**src/hdl/regen_stop_pkg.sv**
```systemverilog
// constants for the regenerative brake selection and stop method logic
package regen_stop_pkg;

    // ========================================================================
    // regenerative function selection codes
    localparam logic [1:0] REGEN_SEL_CONVERTER = 2'h0;
    localparam logic [1:0] REGEN_SEL_HIGH_DUTY = 2'h1;
    localparam logic [1:0] REGEN_SEL_RESTART = 2'h2;

    // ========================================================================
    // brake duty figures, in percent
    localparam logic [7:0] SPECIAL_DUTY_MAX_PCT = 8'h1e;  // 30 %
    localparam logic [7:0] BUILTIN_DUTY_PCT = 8'h02;      // fixed internal limit
    localparam logic [7:0] PREALARM_PCT = 8'h55;          // 85 %
    localparam logic [7:0] FAULT_PCT = 8'h64;             // 100 %

    // ========================================================================
    // terminal function codes
    localparam logic [7:0] OUT_FUNC_PREALARM_POS = 8'h07;  // 7
    localparam logic [7:0] OUT_FUNC_PREALARM_NEG = 8'h6b;  // 107
    localparam logic [7:0] IN_FUNC_OP_ENABLE = 8'h0a;      // 10

    // ========================================================================
    // stop method setting codes (unitless, seconds where a time)
    localparam logic [13:0] STOP_RAMP_FWD_REV = 14'h270f;  // 9999
    localparam logic [13:0] STOP_RAMP_START_DIR = 14'h22b8; // 8888
    localparam logic [13:0] STOP_COAST_MAX = 14'h0064;     // 100
    localparam logic [13:0] STOP_OFFSET_BASE = 14'h03e8;   // 1000
    localparam logic [13:0] STOP_OFFSET_MAX = 14'h044c;    // 1100

    // ========================================================================
    // timing
    localparam int CLK_HZ = 40000000;
    localparam int SECOND_S = 1;
    localparam int CYCLES_PER_SECOND = SECOND_S * CLK_HZ;

    // ========================================================================
    // stop sequencer states, gray along run -> delay -> coast
    typedef enum logic [1:0] {
        ST_IDLE = 2'b00,
        ST_RUN = 2'b01,
        ST_DELAY = 2'b11,
        ST_COAST = 2'b10
    } stop_state_t;

endpackage : regen_stop_pkg

```
**src/hdl/sync_pair.sv**
```systemverilog
// two flip-flop synchroniser for a bundle of asynchronous levels
`timescale 1ns/1ps
module sync_pair #(
    parameter int WIDTH = 1
) (
    // clock and reset
    input wire logic i_clk,
    input wire logic i_rst,
    // levels
    input wire logic [WIDTH-1:0] i_async,
    output logic [WIDTH-1:0] o_sync
);
    logic [WIDTH-1:0] meta;

    // first stage feeds only the second
    always_ff @(posedge i_clk) begin
        if (i_rst) begin
            meta <= '0;
            o_sync <= '0;
        end else begin
            meta <= i_async;
            o_sync <= meta;
        end
    end
endmodule : sync_pair

```
**src/hdl/regen_brake_and_stop_select.sv**
```systemverilog
// regenerative brake selection, duty alarms and stop method sequencing
//
// Operation
// - selection 0 ignores special duty setting; fixed built-in duty limit applies
// - selection 1 uses special duty limit, 0 to 30 percent
// - duty at 85 percent of limit raises pre-alarm and panel indicator
// - duty at 100 percent of limit raises regenerative overvoltage fault
// - panel indicator suppressed when selection is 0
// - pre-alarm alone never trips or shuts output off
// - pre-alarm drives terminals coded 7 positive, 107 negative
// - input coded 10 is operation enable; output off while inactive
// - converter ready low coasts motor; on release, restart, with speed search in restart mode only
// - output-shutoff input also blocks output
// - stop settings 9999 or 8888 ramp down when start drops
// - stop setting 0 to 100 s coasts after that delay
// - stop setting 1000 to 1100 coasts after setting minus 1000 seconds
// - delayed coast keeps following frequency command until output shut off
// - running indication drops when motor output stops
// - stop setting disregarded during power-fail, panel, comm-error stop or jog
// - restart while coasting begins at starting frequency unless restart mode is configured
`timescale 1ns/1ps
module regen_brake_and_stop_select
    import regen_stop_pkg::*;
#(
    parameter int N_IN = 5,
    parameter int N_OUT = 3,
    parameter int SEC_CYCLES = CYCLES_PER_SECOND
) (
    // clock and reset
    input wire logic i_clk,
    input wire logic i_rst,
    // configuration
    input wire logic [1:0] i_regen_function_select,
    input wire logic [7:0] i_special_brake_duty_limit,
    input wire logic [13:0] i_stop_method_select,
    input wire logic [13:0] i_restart_coast_time,
    input wire logic [N_IN*8-1:0] i_input_terminal_function_select,
    input wire logic [N_OUT*8-1:0] i_output_terminal_function_select,
    // brake duty measurement, percent of the 100 % full-scale
    input wire logic [7:0] i_brake_duty,
    // contact inputs (pins, asynchronous)
    input wire logic i_fwd_or_start_input,
    input wire logic i_rev_or_direction_input,
    input wire logic [N_IN-1:0] i_input_terminals,
    input wire logic i_output_shutoff_input,
    // special stop modes active elsewhere in the drive
    input wire logic i_power_fail_stop,
    input wire logic i_panel_stop,
    input wire logic i_comm_error_stop,
    input wire logic i_jog_mode,
    // motor speed feedback
    input wire logic i_motor_stopped,
    // outputs to the modulator
    output logic o_output_enable,
    output logic o_ramp_down,
    output logic o_direction_reverse,
    output logic o_use_starting_frequency,
    output logic o_speed_search,
    // status
    output logic o_running,
    output logic o_brake_duty_panel_indicator,
    output logic o_brake_duty_prealarm_output,
    output logic o_regen_overvoltage_fault,
    output logic [N_OUT-1:0] o_output_terminals
);
    // ========================================================================
    // elaboration checks: refuse sizes the terminal loops and timer cannot serve
    if (N_IN < 1 || N_OUT < 1 || SEC_CYCLES < 1) begin : g_bad_param
        $error("regen_brake_and_stop_select: bad parameter");
    end

    // ========================================================================
    // input synchronisation
    localparam int NSYNC = N_IN + 3;
    logic [NSYNC-1:0] sync_in;
    logic fwd;
    logic rev;
    logic shutoff;
    logic [N_IN-1:0] term;

    sync_pair #(.WIDTH(NSYNC)) u_sync (
        .i_clk(i_clk),
        .i_rst(i_rst),
        .i_async({i_input_terminals, i_output_shutoff_input,
                  i_rev_or_direction_input, i_fwd_or_start_input}),
        .o_sync(sync_in)
    );

    assign fwd = sync_in[0];
    assign rev = sync_in[1];
    assign shutoff = sync_in[2];
    assign term = sync_in[NSYNC-1:3];

    // ========================================================================
    // brake duty limit and thresholds
    logic [7:0] duty_limit;
    logic [15:0] duty_scaled;
    logic [15:0] prealarm_level;
    logic [15:0] fault_level;
    logic prealarm_hit;
    logic fault_hit;

    // limit selection: converter mode ignores the special setting
    always_comb begin
        if (i_regen_function_select == REGEN_SEL_CONVERTER) begin
            duty_limit = BUILTIN_DUTY_PCT;
        end else if (i_special_brake_duty_limit > SPECIAL_DUTY_MAX_PCT) begin
            duty_limit = SPECIAL_DUTY_MAX_PCT;
        end else begin
            duty_limit = i_special_brake_duty_limit;
        end
    end

    // compare duty*100 against limit*85 and limit*100, avoiding a divider
    assign duty_scaled = 16'(i_brake_duty) * 16'(FAULT_PCT);
    assign prealarm_level = 16'(duty_limit) * 16'(PREALARM_PCT);
    assign fault_level = 16'(duty_limit) * 16'(FAULT_PCT);
    // a zero limit would alarm at once on any duty; treat it as no alarm
    assign prealarm_hit = (duty_limit != 8'h00) && (duty_scaled >= prealarm_level);
    assign fault_hit = (duty_limit != 8'h00) && (duty_scaled >= fault_level);

    // pre-alarm and panel indicator follow the measured level
    always_ff @(posedge i_clk) begin
        if (i_rst) begin
            o_brake_duty_prealarm_output <= 1'b0;
            o_brake_duty_panel_indicator <= 1'b0;
        end else begin
            o_brake_duty_prealarm_output <= prealarm_hit;
            o_brake_duty_panel_indicator <= prealarm_hit &&
                (i_regen_function_select != REGEN_SEL_CONVERTER);
        end
    end

    // overvoltage fault is latched until drive reset
    always_ff @(posedge i_clk) begin
        if (i_rst) begin
            o_regen_overvoltage_fault <= 1'b0;
        end else if (fault_hit) begin
            o_regen_overvoltage_fault <= 1'b1;
        end
    end

    // ========================================================================
    // output terminal mapping of the pre-alarm
    logic [N_OUT-1:0] next_out_terms;

    always_comb begin
        next_out_terms = '0;
        for (int k = 0; k < N_OUT; k++) begin
            if (i_output_terminal_function_select[k*8 +: 8] == OUT_FUNC_PREALARM_POS) begin
                next_out_terms[k] = prealarm_hit;
            end else if (i_output_terminal_function_select[k*8 +: 8] ==
                         OUT_FUNC_PREALARM_NEG) begin
                next_out_terms[k] = !prealarm_hit;
            end
        end
    end

    always_ff @(posedge i_clk) begin
        if (i_rst) begin
            o_output_terminals <= '0;
        end else begin
            o_output_terminals <= next_out_terms;
        end
    end

    // ========================================================================
    // operation enable: any input coded 10; absent assignment means enabled
    logic op_enable;
    logic op_assigned;
    logic op_active;

    always_comb begin
        op_assigned = 1'b0;
        op_active = 1'b0;
        for (int k = 0; k < N_IN; k++) begin
            if (i_input_terminal_function_select[k*8 +: 8] == IN_FUNC_OP_ENABLE) begin
                op_assigned = 1'b1;
                op_active = op_active | term[k];
            end
        end
    end

    // converter ready signal is carried on the enable input
    assign op_enable = !op_assigned || op_active;

    // blocked output: enable low or shutoff input high; pre-alarm plays no part
    logic blocked;
    assign blocked = !op_enable || shutoff;

    // speed search after the block clears, only when restart mode is configured
    logic blocked_q;
    logic restart_mode;
    assign restart_mode = (i_regen_function_select == REGEN_SEL_RESTART) &&
                          (i_restart_coast_time != STOP_RAMP_FWD_REV);

    always_ff @(posedge i_clk) begin
        if (i_rst) begin
            blocked_q <= 1'b0;
        end else begin
            blocked_q <= blocked;
        end
    end

    // ========================================================================
    // start signal decode by stop method
    logic ramp_method;
    logic delay_offset;
    logic start_dir_style;
    logic start_cmd;
    logic start_q;
    logic reverse_cmd;
    logic special_stop;
    logic [13:0] delay_secs;

    assign ramp_method = (i_stop_method_select == STOP_RAMP_FWD_REV) ||
                         (i_stop_method_select == STOP_RAMP_START_DIR);
    assign delay_offset = (i_stop_method_select >= STOP_OFFSET_BASE) &&
                          (i_stop_method_select <= STOP_OFFSET_MAX);
    assign start_dir_style = (i_stop_method_select == STOP_RAMP_START_DIR) ||
                             delay_offset;
    assign start_cmd = start_dir_style ? fwd : (fwd ^ rev);
    assign reverse_cmd = start_dir_style ? rev : (rev && !fwd);
    assign special_stop = i_power_fail_stop || i_panel_stop ||
                          i_comm_error_stop || i_jog_mode;

    // delay in seconds; out-of-range settings clamp to the 100 s ceiling
    always_comb begin
        if (delay_offset) begin
            delay_secs = i_stop_method_select - STOP_OFFSET_BASE;
        end else if (i_stop_method_select <= STOP_COAST_MAX) begin
            delay_secs = i_stop_method_select;
        end else begin
            delay_secs = STOP_COAST_MAX;
        end
    end

    always_ff @(posedge i_clk) begin
        if (i_rst) begin
            start_q <= 1'b0;
        end else begin
            start_q <= start_cmd;
        end
    end

    // ========================================================================
    // stop sequencer with a seconds timer
    localparam int SEC_W = $clog2(SEC_CYCLES + 1);
    stop_state_t state;
    stop_state_t next_state;
    logic [SEC_W-1:0] tick_cnt;
    logic [13:0] sec_cnt;
    logic sec_tick;

    assign sec_tick = (tick_cnt == SEC_W'(SEC_CYCLES - 1));

    always_comb begin
        next_state = state;
        unique case (state)
            ST_IDLE, ST_COAST: begin
                if (start_cmd && !blocked) begin
                    next_state = ST_RUN;
                end
            end
            ST_RUN: begin
                if (blocked) begin
                    next_state = ST_COAST;
                end else if (!start_cmd && start_q && !special_stop) begin
                    if (ramp_method) begin
                        next_state = ST_IDLE;
                    end else if (delay_secs == 14'h0000) begin
                        next_state = ST_COAST;
                    end else begin
                        next_state = ST_DELAY;
                    end
                end else if (!start_cmd && special_stop) begin
                    next_state = ST_IDLE;
                end
            end
            ST_DELAY: begin
                if (blocked) begin
                    next_state = ST_COAST;
                end else if (start_cmd) begin
                    next_state = ST_RUN;
                end else if (sec_tick && (sec_cnt + 14'h0001 >= delay_secs)) begin
                    next_state = ST_COAST;
                end
            end
        endcase
    end

    always_ff @(posedge i_clk) begin
        if (i_rst) begin
            state <= ST_IDLE;
        end else begin
            state <= next_state;
        end
    end

    // timer restarts at each entry to the delay state
    always_ff @(posedge i_clk) begin
        if (i_rst || state != ST_DELAY) begin
            tick_cnt <= '0;
            sec_cnt <= 14'h0000;
        end else if (sec_tick) begin
            tick_cnt <= '0;
            sec_cnt <= sec_cnt + 14'h0001;
        end else begin
            tick_cnt <= tick_cnt + SEC_W'(1);
        end
    end

    // ========================================================================
    // drive outputs
    logic next_enable;
    assign next_enable = (next_state == ST_RUN) || (next_state == ST_DELAY) ||
                         ((next_state == ST_IDLE) && !i_motor_stopped && !blocked);

    always_ff @(posedge i_clk) begin
        if (i_rst) begin
            o_output_enable <= 1'b0;
            o_ramp_down <= 1'b0;
            o_running <= 1'b0;
            o_direction_reverse <= 1'b0;
            o_use_starting_frequency <= 1'b0;
            o_speed_search <= 1'b0;
        end else begin
            o_output_enable <= next_enable;
            // idle with the motor still turning means a ramp in progress
            o_ramp_down <= (next_state == ST_IDLE) && next_enable;
            o_running <= next_enable;
            if (start_cmd) begin
                o_direction_reverse <= reverse_cmd;
            end
            // fresh start from coast begins at the starting frequency, except in restart mode
            o_use_starting_frequency <= (state == ST_COAST) &&
                                        (next_state == ST_RUN) && !restart_mode;
            o_speed_search <= restart_mode && blocked_q && !blocked &&
                              (state == ST_COAST) && start_cmd;
        end
    end

endmodule : regen_brake_and_stop_select

```
**config.mk**
```make
export PLATFORM = sky130hd
export DESIGN_NAME = regen_brake_and_stop_select
export DESIGN_NICKNAME = d
export VERILOG_FILES = /design/src/hdl/regen_stop_pkg.sv /design/src/hdl/sync_pair.sv /design/src/hdl/regen_brake_and_stop_select.sv
export SDC_FILE = /design/constraint.sdc
export NUM_CORES = 1
export LEC_CHECK = 0
export BUFFER_PORTS_ARGS = -buffer_cell sky130_fd_sc_hd__buf_2
export CAP_MARGIN = 5
export CORE_UTILIZATION = 61
export DETAILED_ROUTE_END_ITERATION = 8
export PLACE_DENSITY_LB_ADDON = 0.1
export RECOVER_POWER = 50
export SYNTH_ARGS = -nofsm -noshare
export SYNTH_HDL_FRONTEND = slang
export SYNTH_HIERARCHICAL = 1
export SYNTH_SLANG_ARGS = --single-unit
```
**constraint.sdc**
```tcl
create_clock -name i_clk -period 17.84 [get_ports i_clk]
set_clock_uncertainty 0.1 [all_clocks]
set_input_delay 3.568 -clock i_clk [delete_from_list [all_inputs] [get_ports i_clk]]
set_output_delay 3.568 -clock i_clk [all_outputs]
set_load 0.01 [all_outputs]
```
# After elaboration in Yosys (flattened, before gate mapping)
# Index checks and enable logic that the tools add are counted.
# totals
register_bits,71
out_inout_bits,12
# op_classes
addsub,3
mul,3
order_cmp,7
eq_ne,22
n_mux,32
bitwise,5
n_reduce_logical,47
# op_table
operator,count
$eq A8 B4 Y1 const B,5
$ge A15 B15 Y1,2
$eq A14 B14 Y1 const B,2
$mux W14,2
$add A26 B1 Y26 const B,1
$eq A26 B26 Y1 const B,1
$mul A8 B5 Y13 const B,2
$eq A8 B3 Y1 const B,3
$eq A8 B7 Y1 const B,3
$logic_and A1 B1 Y1,20
$mux W1,19
$mux W2,8
$mux W8,2
$mul A8 B7 Y15 const B,1
$add A14 B1 Y14 const B,1
$ge A14 B10 Y1 const B,1
$ge A14 B14 Y1,1
$le A14 B11 Y1 const B,1
$le A14 B7 Y1 const B,1
$logic_not A14 Y1,1
$ne A14 B14 Y1 const B,1
$sub A14 B10 Y14 const B,1
$logic_or A1 B1 Y1,10
$logic_not A1 Y1,9
11 further kinds,21

# Depth between registers and ports, before layout
# logic_depth
depth_word,22
mapped_depth,25
mapped_depth_nobuf,24

# Hierarchy
# Netlist, hierarchy kept.
# modules_own_cells
module,n_inst,cells_per_inst,area_each_um2
regen_brake_and_stop_select,1,725,6135.9
sync_pair,1,33,464.2

# Worst setup path before layout
# No wires, ideal clock.
# synth_timing
path_kind,input port to flip-flop
start,input i_special_brake_duty_limit[7]
end,register o_brake_duty_panel_indicator
arrival_time_ps,8390
required_time_ps,17616
setup_slack_ps,9226
cell_stages,24
path_buffers,1
path_cell_list,or3_1 > clkbuf_1 > nand4bb_1 > inv_1 > ha_1 > ha_1 > ha_1 > inv_1 > fa_1 > inv_1 > ha_1 > inv_1 > o21ai_0 > a211o_1 > a2111oi_0 > nor2_1 > xnor2_1 > ha_1 > o21a_1 > o21a_1 > o21ai_0 > a21oi_1 > nor2b_1 > nor2b_1
# synth_between
elab_chain_cells,7
word_cells_on_any_way,8
# synth_lines
item,line_no,source
"start, declared",regen_brake_and_stop_select.sv:34,"input wire logic [7:0] i_special_brake_duty_limit,"
$gt A8 B5 Y1,regen_brake_and_stop_select.sv:107,end else if (i_special_brake_duty_limit > SPECIAL_DUTY_MAX_PCT) begin
$mux W8 *,regen_brake_and_stop_select.sv:107,
$mux W8 *,regen_brake_and_stop_select.sv:105,if (i_regen_function_select == REGEN_SEL_CONVERTER) begin
$mul A8 B7 Y15,regen_brake_and_stop_select.sv:116,assign prealarm_level = 16'(duty_limit) * 16'(PREALARM_PCT);
$ge A15 B15 Y1,regen_brake_and_stop_select.sv:119,assign prealarm_hit = (duty_limit != 8'h00) && (duty_scaled >= prealarm_level);
$logic_and A1 B1 Y1 *,regen_brake_and_stop_select.sv:119,
$logic_and A1 B1 Y1 *,regen_brake_and_stop_select.sv:129,o_brake_duty_panel_indicator <= prealarm_hit &&
"end signal, assigned",regen_brake_and_stop_select.sv:129,
"end, declared",regen_brake_and_stop_select.sv:61,"output logic o_brake_duty_panel_indicator,"
# Every way passes the cells marked *; elsewhere a longest branch is shown, timed or not.
# A chain may end at the register's enable or synchronous reset.

# Final worst setup path
# layout_timing
start,input i_special_brake_duty_limit[7]
end,register o_output_terminals[2]
# layout_between
elab_chain_cells,9
word_cells_on_any_way,10
# layout_lines
item,line_no,source
$gt A8 B5 Y1,regen_brake_and_stop_select.sv:107,
$mux W8 *,regen_brake_and_stop_select.sv:107,
$mux W8 *,regen_brake_and_stop_select.sv:105,
$mul A8 B7 Y15,regen_brake_and_stop_select.sv:116,
$ge A15 B15 Y1,regen_brake_and_stop_select.sv:119,
$logic_and A1 B1 Y1 *,regen_brake_and_stop_select.sv:119,
$logic_not A1 Y1,regen_brake_and_stop_select.sv:154,next_out_terms[k] = !prealarm_hit;
$mux W1,regen_brake_and_stop_select.sv:152,end else if (i_output_terminal_function_select[k*8 +: 8] ==
$mux W1 *,regen_brake_and_stop_select.sv:150,if (i_output_terminal_function_select[k*8 +: 8] == OUT_FUNC_PREALARM_POS) begin
"end signal, assigned",regen_brake_and_stop_select.sv:163,o_output_terminals <= next_out_terms;
"end, declared",regen_brake_and_stop_select.sv:64,output logic [N_OUT-1:0] o_output_terminals
# Marks and branches as above.

==> impl_summary.md <==
Global routing
After global routing the overflow that remains totals 0. The first global-routing pass estimated 24.63 mm of wire. The initial antenna violation count is 0. The number of global-route vias before repair came to 5,731.

In the global route stage, overall resource usage came out at 0.2683. Entering global routing, the biggest net connects 29 pins.

STA
The minimum clock period is 9.056 ns. Setup repair after global routing left no endpoint under its margin. The share of the clock period used by the worst path is 0.5076.

Timing would allow up to 0.1104 GHz. The max-slew violation count was 0. The hold violation total from the final report is 0. The tightest slew margin relative to the limit is 0.1053.

After routing, the total negative slack on setup checks comes to 0 ns. Setup violations remaining at the end of the flow were counted as 0. At the pin with the least slew margin, the transition time is 1.342 ns.

Clock network
Clock tree synthesis inserted a total of 9 buffers. The clock-pin transition on the worst setup and hold timing paths is 0.08 ns. The H-tree depth reported by CTS is 3. CTS placed an instance of clkbuf_8 at the clock tree root.

The TritonCTS clock tree is done. Post-CTS timing repair inserted 0 buffers for setup. The number of hold buffers added after CTS was 0. The maximum number of buffers from clock root to sink is 2. The number of clock sinks is 71. The clock network latency to the later pin of the worst-skew pair is 0.35 ns. The number of gates resized after CTS was 0.

Floorplanning
The initialized floorplan defines 37 standard-cell rows. For this configuration, the core starts out at a cell density of 0.6336. In this run the standard cell core region covers 10,420 um2.

The total I/O pin count is 137. The die width is 106.0 um. The total die area is 11,240 um2. From bottom edge to top edge, the die measures 106.0 um.

Drt
The count of nets left with antenna violations once routing finished came out at 0. The ratio of routed vias to standard cells is 5.529. The routed design has 14.72 mm of wire. The pre-antenna-repair detailed-routing pass consisted of 5 iterations.

The total number of vias is 5,855. In the final routed layout, each cell accounts on average for 13.90 um. After detailed routing, the number of remaining DRC violations is 0.

In this run, the number of DRC markers left after iteration 0 of detailed routing was 259.

Critical path
The largest fanout on the critical path is 8. In this run the critical register-to-register path is launched from sec_cnt[0]. The critical path in this run is classified as input port to flop. Walking the worst path, the cells encountered are buf_2 > or3_1 > nand4bb_1 > inv_1 > ha_1 > ha_1 > ha_1 > inv_1 > fa_1 > inv_1 > ha_1 > inv_1 > o21ai_0 > a211o_1 > a2111oi_0 > nor2_1 > xnor2_1 > ha_1 > o21a_1 > o21a_1 > o21ai_0 > a21oi_1 > mux2i_1 > nor3_1. The cell count of the worst reg-to-reg path is 12. Among all stages on the critical path, the largest delay is contributed by a2111oi_0. The destination of the worst register-to-register timing path is o_ramp_down. In this design, the stage delay of the slowest critical-path cell is 0.58 ns. The setup check on the worst reg-to-reg path leaves a slack of 14.42 ns. The cell that appears most often on the critical path is ha_1. The type of origin of the critical path is an input port. The required time at the worst-slack endpoint is 17.91 ns. Data on the critical path arrives at its endpoint at 9.13 ns. The worst setup path is captured at a flop.

Power and ir drop
The share of total power dissipated in sequential elements is 0.282. The proportion of total power due to net switching is 0.3907. Dividing total power by cell area gives a power density of 76.91 nW/um2.

The share of total power dissipated in combinational logic is 0.515. The leakage component of the power is 3.747 nW. Of the total power, the clock network draws 0.203.

The internal portion of the total power is 0.3591 mW. IR analysis of the VDD net gives a maximum drop of 0.05511 mV. Summed over all nets, the switching power comes to 0.2303 mW.

Synth
The number of warnings printed during yosys synthesis is 6. For this run, asynchronously set or reset flops after synthesis account for 0. The number of flip-flops and latches in the synthesized netlist is 71. The sequential fraction of the synthesis area is 0.2154. Synthesis produced 758 cells.

The synthesized netlist occupies a cell area of 6600 um2. The number of enable flip-flop cells after synthesis is 0. In this run, distinct cell masters in the synthesized netlist total 66.

The average instance area after synthesis is 8.707 um2. In the synthesized netlist the dominant register cell turns out to be dfxtp_1.

Worst hold path
The count of cells along the worst hold path is 1. The worst hold path terminates at u_sync/o_sync[1]. The hold path startpoint is u_sync/meta[1]. The tightest min-delay check is of the flop to flop type.

Flow run
The tool flagged a number of max-cap violations equal to 0.

Status
The flow ran to the end, and the final reports show no timing, DRC or antenna violations.

Placed design
Routability-driven placement finished with a final weighted congestion of 0.8814. Buffers placed on the I/O ports in this run total 136. The HPWL after detailed placement is 12.24 mm.

The number of placed instances, taps included, is 1,043.

Layout
Relative to the synthesized area, the layout overhead comes to 16.11%. The finished layout holds 1,059 standard cells, fillers aside. Of the cells placed in the final design, the portion with a size suffix greater than 1 is 0.1820.

At the end of the flow, the number of nets in the layout was 1,189. Measured on the finished design, the core utilization comes to 0.7357. The number of antenna diodes is 0.
final cells by class:
class | instances | area, um2
inverter | 66 | 247.7
tap | 136 | 170.2
clock buffer | 10 | 137.6
timing repair buffer | 137 | 671.9
sequential | 71 | 1421
clock inverter | 6 | 43.79
multi-input combinational | 633 | 4971
fill | 832 | 2753
routing by layer:
layer | part of all wire | up-vias | global-route usage
li1 | - | 2995 | -
met1 | 0.43 | 2733 | 0.2991
met2 | 0.52 | 101 | 0.5098
met3 | 0.024 | 26 | 0.03801
met4 | 0.024 | 0 | 0.1032
met5 | 0 | - | 0
layout by cell type, fill, tap and decap left out, types with 6 or more instances in the layout:
| cell | instances |
|---|---|
| clkbuf_1 | 13 |
| buf_2 | 123 |
| a21o_1 | 13 |
| xnor2_1 | 24 |
| nor4bb_1 | 6 |
| clkbuf_8 | 10 |
| inv_1 | 66 |
| nand3_1 | 29 |
| xor2_1 | 46 |
| nand2_1 | 40 |
| nor4_1 | 15 |
| fa_1 | 13 |
| a21oi_1 | 36 |
| o21a_1 | 6 |
| conb_1 | 28 |
| and2b_2 | 6 |
| o21ai_0 | 28 |
| nor2b_1 | 11 |
| nand4_1 | 22 |
| nor2b_2 | 7 |
| nor3_1 | 12 |
| dfxtp_1 | 71 |
| nor2_1 | 66 |
| ha_1 | 133 |
| and3_1 | 7 |
cell families (layout without fill, tap and decap cells):
logic type | Yosys count | in the layout | share of synthesized area
buffers and inverters | 80 | 219 | 0.04720
other | 2 | 28 | 0.001138
muxes | 7 | 7 | 0.01156
xor gates and xnor gates | 70 | 70 | 0.09289
AOI/OAI and AO/OA | 120 | 120 | 0.1175
adders and majority gates | 146 | 146 | 0.2916
DFF | 71 | 71 | 0.2154
and+or+nand+nor | 262 | 262 | 0.2228
sequential cells by signal, indices dropped and copies added (netlist names):
| name | count |
|---|---|
| blocked_q | 1 |
| o_brake_duty_panel_indicator | 1 |
| o_brake_duty_prealarm_output | 1 |
| o_direction_reverse | 1 |
| o_output_terminals | 3 |
| o_ramp_down | 1 |
| o_regen_overvoltage_fault | 1 |
| o_running | 1 |
| o_speed_search | 1 |
| o_use_starting_frequency | 1 |
| sec_cnt | 14 |
| start_q | 1 |
| state | 2 |
| tick_cnt | 26 |
| u_sync/meta | 8 |
| u_sync/o_sync | 8 |
power by group through the flow:
stage	Combinational, mW	Sequential (mW)	Clock, mW
finish	0.304	0.166	0.120
global route	0.348	0.167	0.131
CTS	0.301	0.166	0.123
detailed placement	0.297	0.170	0
global placement	0.284	0.169	0
floorplan	0.222	0.171	0
cell usage after synthesis, types with 5 or more instances:
master,number,area (um2)
a21oi_1,36,180.2
nand2b_1,5,31.28
nor2_1,66,247.7
nor4_1,16,100.1
nand3_1,29,145.1
xnor2_1,24,210.2
mux2i_1,5,50.05
o21a_1,6,45.04
nor3_1,12,60.06
nand3b_1,5,37.54
nand4_1,22,137.6
fa_1,13,260.3
clkbuf_1,12,45.04
and2b_2,6,52.55
nand2_1,40,150.1
inv_1,66,247.7
a21o_1,13,97.59
o21ai_0,28,140.1
ha_1,133,1664
dfxtp_1,71,1421
nor2b_2,7,61.31
nor2b_1,11,68.82
xor2_1,46,402.9
and3_1,7,43.79
or3_1,5,31.28
nor4bb_1,6,60.06
through the flow:
stage                     setup slack, ns  hold slack [ns]  total power, mW  instance area, um2
after floorplan                     9.226           0.3138           0.3933                6698
after global placement              8.715           0.3183           0.4531                7498
after detailed placement            8.500           0.3217           0.4666                7498
after CTS                           8.851           0.3438           0.5890                7680
after global routing                8.409           0.3562           0.6453                7664
final                               8.784           0.3449           0.5894                7664
critical path, delay by kind of cell:
family / cells / cell delay (ns)
compound gates: 7 / 1.85
xor+xnor: 1 / 0.17
fa+ha+maj: 6 / 1.77
buf+inv: 5 / 0.40
mux: 1 / 0.28
simple gates: 4 / 1.07
worst max path at each step:
stage	end	depth (start not counted)	start	slack (ns)
after floorplan	o_brake_duty_panel_indicator	24	i_special_brake_duty_limit[7]	9.23
after global placement	o_output_terminals[2]	24	i_special_brake_duty_limit[7]	8.71
after detailed placement	o_output_terminals[2]	24	i_special_brake_duty_limit[7]	8.50
after CTS	o_output_terminals[2]	24	i_special_brake_duty_limit[7]	8.85
after global routing	o_output_terminals[2]	24	i_special_brake_duty_limit[7]	8.41
final	o_output_terminals[2]	24	i_special_brake_duty_limit[7]	8.78
No activity file was read; power rests on OpenSTA's default activity.
